**config.mk**
```make
export PLATFORM = sky130hd
export DESIGN_NAME = agsc_top
export DESIGN_NICKNAME = d
export VERILOG_FILES = /design/src/rtl/agsc_pkg.sv /design/src/rtl/agsc_top.sv
export SDC_FILE = /design/constraint.sdc
export NUM_CORES = 1
export LEC_CHECK = 0
export BUFFER_PORTS_ARGS = -buffer_cell sky130_fd_sc_hd__buf_2
export CAP_MARGIN = 20
export CORE_ASPECT_RATIO = 1.1
export CORE_MARGIN = 3
export CORE_UTILIZATION = 51
export DETAILED_ROUTE_END_ITERATION = 6
export HOLD_SLACK_MARGIN = 0.15
export PLACE_DENSITY = 0.73
export SLEW_MARGIN = 5
export SYNTH_ARGS = -nofsm -noshare
export SYNTH_HDL_FRONTEND = slang
export SYNTH_SLANG_ARGS = --single-unit
```
**constraint.sdc**
```tcl
create_clock -name clock_i -period 5.9 [get_ports clock_i]
set_clock_uncertainty 0.1 [all_clocks]
set_input_delay 1.18 -clock clock_i [delete_from_list [all_inputs] [get_ports clock_i]]
set_output_delay 1.18 -clock clock_i [all_outputs]
set_load 0.01 [all_outputs]
```
**src/rtl/agsc_pkg.sv**
```systemverilog
// agsc_pkg: register map, field layout, reset values and gain codes of the adc gain control
// assumes a classic wishbone slave with 8-bit registers at byte offsets, each in the low byte of the 32-bit data word
package agsc_pkg;
    // register byte offsets
    localparam logic [7:0] AGSC_OFF_FLAGS     = 8'h24;
    localparam logic [7:0] AGSC_OFF_PGA_L     = 8'h3B;
    localparam logic [7:0] AGSC_OFF_PGA_R     = 8'h3C;
    localparam logic [7:0] AGSC_OFF_SOFTSTEP  = 8'h51;
    localparam logic [7:0] AGSC_OFF_TRIM      = 8'h52;
    localparam logic [7:0] AGSC_OFF_VOL_L     = 8'h53;
    localparam logic [7:0] AGSC_OFF_VOL_R     = 8'h54;
    localparam logic [7:0] AGSC_OFF_CTRL      = 8'h60;
    localparam logic [7:0] AGSC_OFF_IMP       = 8'h64;
    // field positions
    localparam int AGSC_FLAG_L_BIT            = 7;
    localparam int AGSC_FLAG_R_BIT            = 3;
    localparam int AGSC_CTRL_PWR_L_BIT        = 0;
    localparam int AGSC_CTRL_PWR_R_BIT        = 1;
    localparam int AGSC_CTRL_AGC_BIT          = 2;
    localparam int AGSC_CTRL_DIFF_BIT         = 3;
    localparam int AGSC_TRIM_R_LSB            = 4;
    // pga gain codes, 0.5 dB per step
    localparam logic [6:0] AGSC_PGA_MAX       = 7'h5F;
    localparam logic [6:0] AGSC_PGA_MUTE      = 7'h00;
    // digital volume codes, two's complement half-dB
    localparam logic [6:0] AGSC_VOL_MIN       = 7'h68;
    localparam logic [6:0] AGSC_VOL_MAX       = 7'h28;
    localparam logic [6:0] AGSC_VOL_RST       = 7'h00;
    localparam logic [2:0] AGSC_TRIM_MAX      = 3'h4;
    // reset values of software registers
    localparam logic [1:0] AGSC_SOFTSTEP_RST  = 2'h0;
    localparam logic [7:0] AGSC_TRIM_RST      = 8'h00;
    localparam logic [3:0] AGSC_CTRL_RST      = 4'h0;
    localparam logic [3:0] AGSC_IMP_RST       = 4'h0;
    // pga base gain in half-dB: single ended 0 dB, differential +6 dB
    localparam logic [7:0] AGSC_DIFF_OFS      = 8'h0C;
    // impedance drop in half-dB per setting step (6 dB)
    localparam logic [7:0] AGSC_IMP_STEP      = 8'h0C;
    // soft-step settings
    typedef enum logic [1:0] {
        AGSC_SS_ONE  = 2'b00,
        AGSC_SS_TWO  = 2'b01,
        AGSC_SS_OFF  = 2'b10,
        AGSC_SS_OFF2 = 2'b11
    } agsc_ss_t;
    // channel power states along the path up -> ramp down -> off, gray except for ramp -> off
    typedef enum logic [1:0] {
        AGSC_CH_OFF  = 2'b00,
        AGSC_CH_ON   = 2'b01,
        AGSC_CH_RAMP = 2'b11
    } agsc_ch_t;
endpackage

```
**src/rtl/agsc_top.sv**
```systemverilog
// agsc_top: soft-stepped pga gain, digital volume and fine trim for a stereo adc path
// assumes sample_stb_i is a one-cycle pulse per adc output sample on clock_i
module agsc_step #(
    parameter int W = 7
) (
    input  wire logic         clock_i,
    input  wire logic         rst_i,
    input  wire logic         ce_i,
    input  wire logic         step_i,
    input  wire logic         two_i,
    input  wire logic         bypass_i,
    input  wire logic         signed_i,
    input  wire logic [W-1:0] rst_val_i,
    input  wire logic [W-1:0] target_i,
    output logic      [W-1:0] cur_o
);
    logic [W-1:0] cur_q;
    logic [W-1:0] cur_d;
    logic         up;
    logic [W-1:0] diff;
    logic [W-1:0] amt;
    assign up   = signed_i ? ($signed(target_i) > $signed(cur_q)) : (target_i > cur_q);
    assign diff = up ? W'(target_i - cur_q) : W'(cur_q - target_i);
    assign amt  = (two_i && diff > W'(1)) ? W'(2) : W'(1);
    always_comb begin
        cur_d = cur_q;
        if (bypass_i)
            cur_d = target_i;
        else if (step_i && target_i != cur_q)
            cur_d = up ? W'(cur_q + amt) : W'(cur_q - amt);
    end
    always_ff @(posedge clock_i) begin
        if (rst_i)
            cur_q <= rst_val_i;
        else if (ce_i)
            cur_q <= cur_d;
    end
    assign cur_o = cur_q;
endmodule

module agsc_top
    import agsc_pkg::*;
(
    // clock, reset, enable
    input  wire logic        clock_i,
    input  wire logic        rst_i,
    input  wire logic        ce_i,
    // wishbone slave
    input  wire logic        cyc_i,
    input  wire logic        stb_i,
    input  wire logic        we_i,
    input  wire logic [7:0]  adr_i,
    input  wire logic [3:0]  sel_i,
    input  wire logic [31:0] dat_i,
    output logic      [31:0] dat_o,
    output logic             ack_o,
    // sample timing and agc
    input  wire logic        sample_stb_i,
    input  wire logic [6:0]  agc_gain_l_i,
    input  wire logic [6:0]  agc_gain_r_i,
    // applied gains, half-dB for pga, tenth-dB for digital
    output logic      [7:0]  pga_gain_l_o,
    output logic      [7:0]  pga_gain_r_o,
    output logic      [10:0] dig_gain_l_o,
    output logic      [10:0] dig_gain_r_o,
    output logic             pwr_l_o,
    output logic             pwr_r_o
);

    // software registers
    logic [6:0]  pga_l_q;
    logic [6:0]  pga_r_q;
    logic [6:0]  vol_l_q;
    logic [6:0]  vol_r_q;
    logic [1:0]  ss_q;
    logic [7:0]  trim_q;
    logic [3:0]  ctrl_q;
    logic [3:0]  imp_q;
    // bus answer and channel state
    logic        ack_q;
    logic [31:0] dat_q;
    agsc_ch_t    ch_l_q;
    agsc_ch_t    ch_r_q;
    logic        ph_q;
    // bus decode
    wire        req     = cyc_i && stb_i && !ack_q;
    // a write lands on the edge that sees ack high, while the master still holds it
    wire        wr      = cyc_i && stb_i && ack_q && we_i && sel_i[0];
    wire        hit_pl  = adr_i == AGSC_OFF_PGA_L;
    wire        hit_pr  = adr_i == AGSC_OFF_PGA_R;
    wire        hit_ss  = adr_i == AGSC_OFF_SOFTSTEP;
    wire        hit_tr  = adr_i == AGSC_OFF_TRIM;
    wire        hit_vl  = adr_i == AGSC_OFF_VOL_L;
    wire        hit_vr  = adr_i == AGSC_OFF_VOL_R;
    wire        hit_ct  = adr_i == AGSC_OFF_CTRL;
    wire        hit_im  = adr_i == AGSC_OFF_IMP;
    wire        hit_fl  = adr_i == AGSC_OFF_FLAGS;

    // per-register write strobes
    wire        wen_pl  = wr && hit_pl;
    wire        wen_pr  = wr && hit_pr;
    wire        wen_ss  = wr && hit_ss;
    wire        wen_tr  = wr && hit_tr;
    wire        wen_vl  = wr && hit_vl;
    wire        wen_vr  = wr && hit_vr;
    wire        wen_ct  = wr && hit_ct;
    wire        wen_im  = wr && hit_im;
    // volume codes above +20dB or below -12dB clamp to the range ends
    function automatic logic [6:0] vclamp(input logic [6:0] v);
        if ($signed(v) > $signed(AGSC_VOL_MAX))
            return AGSC_VOL_MAX;
        else if ($signed(v) < $signed(AGSC_VOL_MIN))
            return AGSC_VOL_MIN;
        return v;
    endfunction
    wire [6:0] pclamp_l = (pga_l_q > AGSC_PGA_MAX) ? AGSC_PGA_MAX : pga_l_q;
    wire [6:0] pclamp_r = (pga_r_q > AGSC_PGA_MAX) ? AGSC_PGA_MAX : pga_r_q;
    // agc replaces the software target when enabled
    wire       agc      = ctrl_q[AGSC_CTRL_AGC_BIT];
    wire [6:0] agc_l    = (agc_gain_l_i > AGSC_PGA_MAX) ? AGSC_PGA_MAX : agc_gain_l_i;
    wire [6:0] agc_r    = (agc_gain_r_i > AGSC_PGA_MAX) ? AGSC_PGA_MAX : agc_gain_r_i;
    wire       on_l     = ch_l_q == AGSC_CH_ON;
    wire       on_r     = ch_r_q == AGSC_CH_ON;
    // power-down drives targets to mute / minimum
    wire [6:0] tp_l     = !on_l ? AGSC_PGA_MUTE : (agc ? agc_l : pclamp_l);
    wire [6:0] tp_r     = !on_r ? AGSC_PGA_MUTE : (agc ? agc_r : pclamp_r);
    wire [6:0] tv_l     = !on_l ? AGSC_VOL_MIN : vol_l_q;
    wire [6:0] tv_r     = !on_r ? AGSC_VOL_MIN : vol_r_q;
    // soft-step rate and bypass from the shared field
    wire       ss_off   = ss_q[1];
    wire       ss_two   = ss_q == AGSC_SS_TWO;
    // pga: 0.5dB per sample, or per two samples in slow setting
    wire       pga_step = sample_stb_i && (!ss_two || ph_q);

    wire [6:0] cp_l;
    wire [6:0] cp_r;
    wire [6:0] cv_l;
    wire [6:0] cv_r;
    agsc_step u_pl (
        .clock_i   (clock_i),
        .rst_i     (rst_i),
        .ce_i      (ce_i),
        .step_i    (pga_step),
        .two_i     (1'b0),
        .bypass_i  (ss_off),
        .signed_i  (1'b0),
        .rst_val_i (AGSC_PGA_MUTE),
        .target_i  (tp_l),
        .cur_o     (cp_l)
    );
    agsc_step u_pr (
        .clock_i   (clock_i),
        .rst_i     (rst_i),
        .ce_i      (ce_i),
        .step_i    (pga_step),
        .two_i     (1'b0),
        .bypass_i  (ss_off),
        .signed_i  (1'b0),
        .rst_val_i (AGSC_PGA_MUTE),
        .target_i  (tp_r),
        .cur_o     (cp_r)
    );
    agsc_step u_vl (
        .clock_i   (clock_i),
        .rst_i     (rst_i),
        .ce_i      (ce_i),
        .step_i    (sample_stb_i),
        .two_i     (ss_two),
        .bypass_i  (ss_off),
        .signed_i  (1'b1),
        .rst_val_i (AGSC_VOL_RST),
        .target_i  (tv_l),
        .cur_o     (cv_l)
    );
    agsc_step u_vr (
        .clock_i   (clock_i),
        .rst_i     (rst_i),
        .ce_i      (ce_i),
        .step_i    (sample_stb_i),
        .two_i     (ss_two),
        .bypass_i  (ss_off),
        .signed_i  (1'b1),
        .rst_val_i (AGSC_VOL_RST),
        .target_i  (tv_r),
        .cur_o     (cv_r)
    );
    // reached flags: pga and volume both at target
    wire       pga_at_l = cp_l == tp_l;
    wire       pga_at_r = cp_r == tp_r;
    wire       vol_at_l = cv_l == tv_l;
    wire       vol_at_r = cv_r == tv_r;
    wire       done_l   = pga_at_l && vol_at_l;
    wire       done_r   = pga_at_r && vol_at_r;
    wire [7:0] flags    = {done_l, 3'h0, done_r, 3'h0};
    // fine trim, codes above 4 clamp to -0.4dB
    wire [2:0] tr_l     = (trim_q[2:0] > AGSC_TRIM_MAX) ? AGSC_TRIM_MAX : trim_q[2:0];
    wire [2:0] tr_r     = (trim_q[6:4] > AGSC_TRIM_MAX) ? AGSC_TRIM_MAX : trim_q[6:4];
    // effective pga in half-dB: base, differential offset, impedance drop
    function automatic logic [7:0] pga_eff(input logic [6:0] c, input logic [1:0] imp);
        logic [7:0] g;
        g = {1'b0, c} + (ctrl_q[AGSC_CTRL_DIFF_BIT] ? AGSC_DIFF_OFS : 8'h00);
        return 8'(g - 8'(imp) * AGSC_IMP_STEP);
    endfunction
    wire [1:0] imp_l    = (imp_q[1:0] == 2'h3) ? 2'h2 : imp_q[1:0];
    wire [1:0] imp_r    = (imp_q[3:2] == 2'h3) ? 2'h2 : imp_q[3:2];
    // digital gain in tenth-dB: volume*5 minus trim
    wire [10:0] dg_l    = 11'($signed({{4{cv_l[6]}}, cv_l}) * 11'sd5) - 11'(tr_l);
    wire [10:0] dg_r    = 11'($signed({{4{cv_r[6]}}, cv_r}) * 11'sd5) - 11'(tr_r);
    // read mux, unmapped reads zero
    logic [7:0] rd;
    always_comb begin
        rd = 8'h00;
        if (hit_pl) rd = {1'b0, pga_l_q};
        if (hit_pr) rd = {1'b0, pga_r_q};
        if (hit_ss) rd = {6'h00, ss_q};
        if (hit_tr) rd = trim_q;
        if (hit_vl) rd = {1'b0, vol_l_q};
        if (hit_vr) rd = {1'b0, vol_r_q};
        if (hit_ct) rd = {4'h0, ctrl_q};
        if (hit_im) rd = {4'h0, imp_q};
        if (hit_fl) rd = flags;
    end
    // power sequencing: ramp gains down before turning a channel off
    function automatic agsc_ch_t ch_next(input agsc_ch_t s, input logic en, input logic dn);
        case (s)
            AGSC_CH_OFF:  return en ? AGSC_CH_ON : AGSC_CH_OFF;
            AGSC_CH_ON:   return en ? AGSC_CH_ON : AGSC_CH_RAMP;
            AGSC_CH_RAMP: return en ? AGSC_CH_ON : (dn ? AGSC_CH_OFF : AGSC_CH_RAMP);
            default:      return AGSC_CH_OFF;
        endcase
    endfunction

    // software register writes, low byte only
    always_ff @(posedge clock_i) begin
        if (rst_i)
            pga_l_q <= AGSC_PGA_MUTE;
        else if (ce_i && wen_pl)
            pga_l_q <= dat_i[6:0];
    end
    always_ff @(posedge clock_i) begin
        if (rst_i)
            pga_r_q <= AGSC_PGA_MUTE;
        else if (ce_i && wen_pr)
            pga_r_q <= dat_i[6:0];
    end
    always_ff @(posedge clock_i) begin
        if (rst_i)
            ss_q <= AGSC_SOFTSTEP_RST;
        else if (ce_i && wen_ss)
            ss_q <= dat_i[1:0];
    end
    always_ff @(posedge clock_i) begin
        if (rst_i)
            trim_q <= AGSC_TRIM_RST;
        else if (ce_i && wen_tr)
            trim_q <= {1'b0, dat_i[6:4], 1'b0, dat_i[2:0]};
    end
    always_ff @(posedge clock_i) begin
        if (rst_i)
            vol_l_q <= AGSC_VOL_RST;
        else if (ce_i && wen_vl)
            vol_l_q <= vclamp(dat_i[6:0]);
    end
    always_ff @(posedge clock_i) begin
        if (rst_i)
            vol_r_q <= AGSC_VOL_RST;
        else if (ce_i && wen_vr)
            vol_r_q <= vclamp(dat_i[6:0]);
    end
    always_ff @(posedge clock_i) begin
        if (rst_i)
            ctrl_q <= AGSC_CTRL_RST;
        else if (ce_i && wen_ct)
            ctrl_q <= dat_i[3:0];
    end
    always_ff @(posedge clock_i) begin
        if (rst_i)
            imp_q <= AGSC_IMP_RST;
        else if (ce_i && wen_im)
            imp_q <= dat_i[3:0];
    end

    // bus answer, one cycle after the request is taken
    always_ff @(posedge clock_i) begin
        if (rst_i) begin
            ack_q <= 1'b0;
            dat_q <= 32'h0000_0000;
        end else if (ce_i) begin
            ack_q <= req;
            dat_q <= req ? {24'h00_0000, rd} : 32'h0000_0000;
        end
    end

    // both gains at their floor, power may go
    wire       dn_l     = cp_l == AGSC_PGA_MUTE && cv_l == AGSC_VOL_MIN;
    wire       dn_r     = cp_r == AGSC_PGA_MUTE && cv_r == AGSC_VOL_MIN;
    always_ff @(posedge clock_i) begin
        if (rst_i)
            ch_l_q <= AGSC_CH_OFF;
        else if (ce_i)
            ch_l_q <= ch_next(ch_l_q, ctrl_q[AGSC_CTRL_PWR_L_BIT], dn_l);
    end
    always_ff @(posedge clock_i) begin
        if (rst_i)
            ch_r_q <= AGSC_CH_OFF;
        else if (ce_i)
            ch_r_q <= ch_next(ch_r_q, ctrl_q[AGSC_CTRL_PWR_R_BIT], dn_r);
    end

    // sample parity for the every-second-sample pga rate
    always_ff @(posedge clock_i) begin
        if (rst_i)
            ph_q <= 1'b0;
        else if (ce_i && sample_stb_i)
            ph_q <= !ph_q;
    end

    // registered outputs
    always_ff @(posedge clock_i) begin
        if (rst_i) begin
            pga_gain_l_o <= 8'h00;
            pga_gain_r_o <= 8'h00;
        end else if (ce_i) begin
            pga_gain_l_o <= pga_eff(cp_l, imp_l);
            pga_gain_r_o <= pga_eff(cp_r, imp_r);
        end
    end
    // digital gain moves only with a sample
    always_ff @(posedge clock_i) begin
        if (rst_i) begin
            dig_gain_l_o <= 11'h000;
            dig_gain_r_o <= 11'h000;
        end else if (ce_i && sample_stb_i) begin
            dig_gain_l_o <= dg_l;
            dig_gain_r_o <= dg_r;
        end
    end
    // power outputs follow the channel state
    always_ff @(posedge clock_i) begin
        if (rst_i) begin
            pwr_l_o <= 1'b0;
            pwr_r_o <= 1'b0;
        end else if (ce_i) begin
            pwr_l_o <= ch_l_q != AGSC_CH_OFF;
            pwr_r_o <= ch_r_q != AGSC_CH_OFF;
        end
    end
    assign ack_o = ack_q;
    assign dat_o = dat_q;
endmodule

```
==> impl_metrics.toml <==
[place]
portBuffers = 85
dp_slack_ns = 0.483
place_area_um2 = 10500
globalplace.congestion = 0.964
dp.final_hpwl_mm = 19.8

[synthesis]
synthesis.instances = 1243
syn-mean-instance-area_um2 = 8.08
synth_area_um2 = 10000
synth-edff-count = 0
yosys.area.top_type = "dfxtp_1"
ys.flop_type = "dfxtp_1"
async_flop_share_pct = 0
ys_ff_latch = 126
ys_types = 75
yosys_warnings = 0
seq_area_frac_synth_pct = 25.1
ys_top_cells_by_area = "dfxtp_1, ha_1, a21oi_1"
synth_top_area_share_pct = 25.1

[worst_setup_path]
path_depth = 20
critPathLaunchType = "flop"
crit_top_cell = "a21oi_1"
ff2ff_path_depth = 20
crit_chain = "nor2b_1 -> nand2b_1 -> ha_1 -> nand4_1 -> nor2_1 -> a211oi_1 -> a21o_1 -> mux2_2 -> o21a_1 -> o211ai_1 -> a21oi_1 -> fa_1 -> a21o_1 -> a21oi_1 -> o21bai_1 -> a21oi_1 -> xnor2_1 -> xnor2_1 -> o211ai_1 -> a21oi_1"
end_kind = "flop"
crit_buf_inv = 0
r2r_end = "u_vl.cur_o[6]$_SDFFE_PP0P_"
crit-reg2reg-launch = "ch_l_q[0]$_SDFFE_PP0P_"
path_max_fanout = 8
crit_path_top_delay_cell = "nor2b_1"
cp_top_family = "compound AO/OA/AOI/OAI gates"
arrival_ns = 5.63
critPathCapture = "u_vl.cur_o[6]$_SDFFE_PP0P_"
reg2reg_slack_ns = 0.42
worst_ep_required_time_ns = 6.05
max_stage_delay_ns = 0.54
startpoint = "ch_l_q[0]$_SDFFE_PP0P_"
crit_type = "reg -> reg"

[layout]
mostFrequentLayoutCells = "nor2_1, dfxtp_1, nand2_1, ha_1, inv_1"
antenna_cells = 0
finalInstanceArea_um2 = 11100
layout-drive-gt1-share_pct = 11.5
regArea_um2 = 2520
layout.nets = 1515
area_delta_synth_final_pct = 10.9
fin_util_pct = 57.9
fill_cells = 1826
multi_input_area_um2 = 6780
layout_commonest_cell = "nor2_1"

[timing]
finalHoldViolations = 0
maxSlewViolCount = 0
maxSlewHeadroom_pct = 32.9
rsz0062_at_grt = "no"
finalCritPeriodShare_pct = 92.8
fmax_mhz = 183
setup_viol = 0
fin_crit_ns = 5.48
fin_setup_tns_ns = 0
layout_setup_ws_ns = 0.422
max_slew.worst_pin.slew_ns = 1.01

[clock_network]
insertion_delay_ns = 0.42
ctsResizeCount = 0
htree_num_levels = 4
cts.clk_slew.worst_paths_ns = 0.06
clk_path_buf_depth = 2
post-cts-setup-buffers = 0
clockRootBuffer = "clkbuf_16"
cts_hold_buf = 0
cts_buffers = 17
cts_tree = "yes"
clock_sinks = 126

[floorplanning]
die_h_um = 153
die_x_um = 140
die-area_um2 = 21400
io_pins = 138
row_count = 53
coreArea_um2 = 19200
initial_core_util_pct = 52.2

[global_route]
track_usage_pct = 24.1
antenna_found_initial = 0
grt_max_degree = 94
grt_pass1_wl_mm = 42.7
grt-ovfl-total = 0
grt_pass1_vias = 8558

[min_path]
hp-class = "reg -> reg"

[detailed_routing]
drc_errors = 0
postRouteAntennaNets = 0
via_per_inst = 5.63
vias = 8810
drt-initial-drc-count = 740
wl_per_cell_um = 16.6
wl_mm = 26.0
drt_pass1_iterations = 6

[power_and_ir_drop]
p_per_area_nw_per_um2 = 472
leakage_nw = 4.94
ir_worst_vdd_uv = 306

[status]
status = "finished, final reports clean"

[run]
max_cap_viol_count = 0
cell families (layout without fill, tap and decap cells):
logic type | Yosys count | count (layout) | synth area share [%]
XOR/XNOR | 54 | 54 | 4.71
adder cells (fa/ha/maj) | 145 | 145 | 19.9
flip-flops | 126 | 126 | 25.1
buffers and inverters | 187 | 239 | 8.24
other | 2 | 25 | 0.0748
AND/OR/NAND/NOR | 374 | 374 | 17.2
AO/OA/AOI/OAI | 307 | 307 | 19.7
multiplexers | 48 | 48 | 5.10
cells in the mapped netlist, types with 4 or more instances:
cell and instances:
o21ai_0 39, and4_1 4, a222oi_1 7, nand4_1 7
nor3_1 17, nand2_1 122, a21oi_1 112, nand3b_1 4
mux2i_1 41, a22oi_1 11, xnor2_1 41, nand3_1 20
clkbuf_1 36, o22ai_1 11, o21a_1 4, nand2b_1 10
inv_1 115, a21o_1 32, mux2_2 4, nor2b_1 15
ha_1 121, dfxtp_1 126, o211ai_1 13, fa_1 24
a211oi_1 31, xor2_1 13, buf_4 26, or3_1 4
nor2_1 140, o21bai_1 15
power breakdown:
part | switching (mW) | internal, mW | leakage (nW)
logic | 1.66 | 1.39 | 3.62
registers | 0.139 | 0.979 | 1.03
clock network | 0.426 | 0.672 | 0.293
total | 2.22 | 3.04 | 4.94
registers in the layout (all words and copies together), names as in the netlist, 2 cells and up:
register,flops
ch_l_q,2
ch_r_q,2
ctrl_q,4
dat_o,8
dig_gain_l_o,11
dig_gain_r_o,11
imp_q,4
pga_gain_l_o,8
pga_gain_r_o,8
pga_l_q,7
pga_r_q,7
ss_q,2
trim_q,6
u_pl.cur_o,7
u_pr.cur_o,7
u_vl.cur_o,7
u_vr.cur_o,7
vol_l_q,7
vol_r_q,7
tightest hold or removal path, delay by kind of cell (launching register included):
family / cells / cell delay (ns)
AO/OA/AOI/OAI: 1 / 0.05
AND/OR/NAND/NOR: 1 / 0.05
flip-flops: 1 / 0.31
stage by stage:
| step | instances | total power [mW] | hold slack (ns) |
|---|---|---|---|
| 3_3_place_gp | 1533 | 4.07 | 0.339 |
| 6_report | 1565 | 5.26 | 0.351 |
| 3_5_place_dp | 1533 | 4.15 | 0.345 |
| 2_1_floorplan | 1266 | 3.56 | 0.342 |
| 4_1_cts | 1565 | 5.28 | 0.353 |
| 5_1_grt | 1565 | 5.76 | 0.367 |
layout make-up:
class	instances	share of cell area, %
sequential	126	22.7
clock inverter	15	1.67
multi-input combinational	953	60.9
inverter	116	3.91
clock buffer	17	3.82
timing repair buffer	91	4.25
tap	247	2.78
worst min-delay path by stage:
stage / startpoint / cells after the start / slack, ns / endpoint
2_1_floorplan: vol_r_q[1]$_SDFFE_PP0P_ / 2 / 0.34 / vol_r_q[1]$_SDFFE_PP0P_
3_3_place_gp: dig_gain_r_o[8]$_SDFFE_PP0P_ / 2 / 0.34 / dig_gain_r_o[8]$_SDFFE_PP0P_
3_5_place_dp: dig_gain_r_o[7]$_SDFFE_PP0P_ / 2 / 0.34 / dig_gain_r_o[7]$_SDFFE_PP0P_
4_1_cts: dig_gain_l_o[8]$_SDFFE_PP0P_ / 2 / 0.35 / dig_gain_l_o[8]$_SDFFE_PP0P_
5_1_grt: dig_gain_r_o[7]$_SDFFE_PP0P_ / 2 / 0.37 / dig_gain_r_o[7]$_SDFFE_PP0P_
6_report: dig_gain_l_o[7]$_SDFFE_PP0P_ / 2 / 0.35 / dig_gain_l_o[7]$_SDFFE_PP0P_
routing by layer:
| metal | share of wire (%) | GRT usage (%) | vias to the layer above |
|---|---|---|---|
| li1 | - | - | 4395 |
| met1 | 44 | 32.2 | 4108 |
| met2 | 48 | 40.7 | 266 |
| met3 | 6.1 | 3.79 | 41 |
| met4 | 1.6 | 6.55 | 0 |
| met5 | 0 | 0 | - |
(Power assumes the default switching activity.)
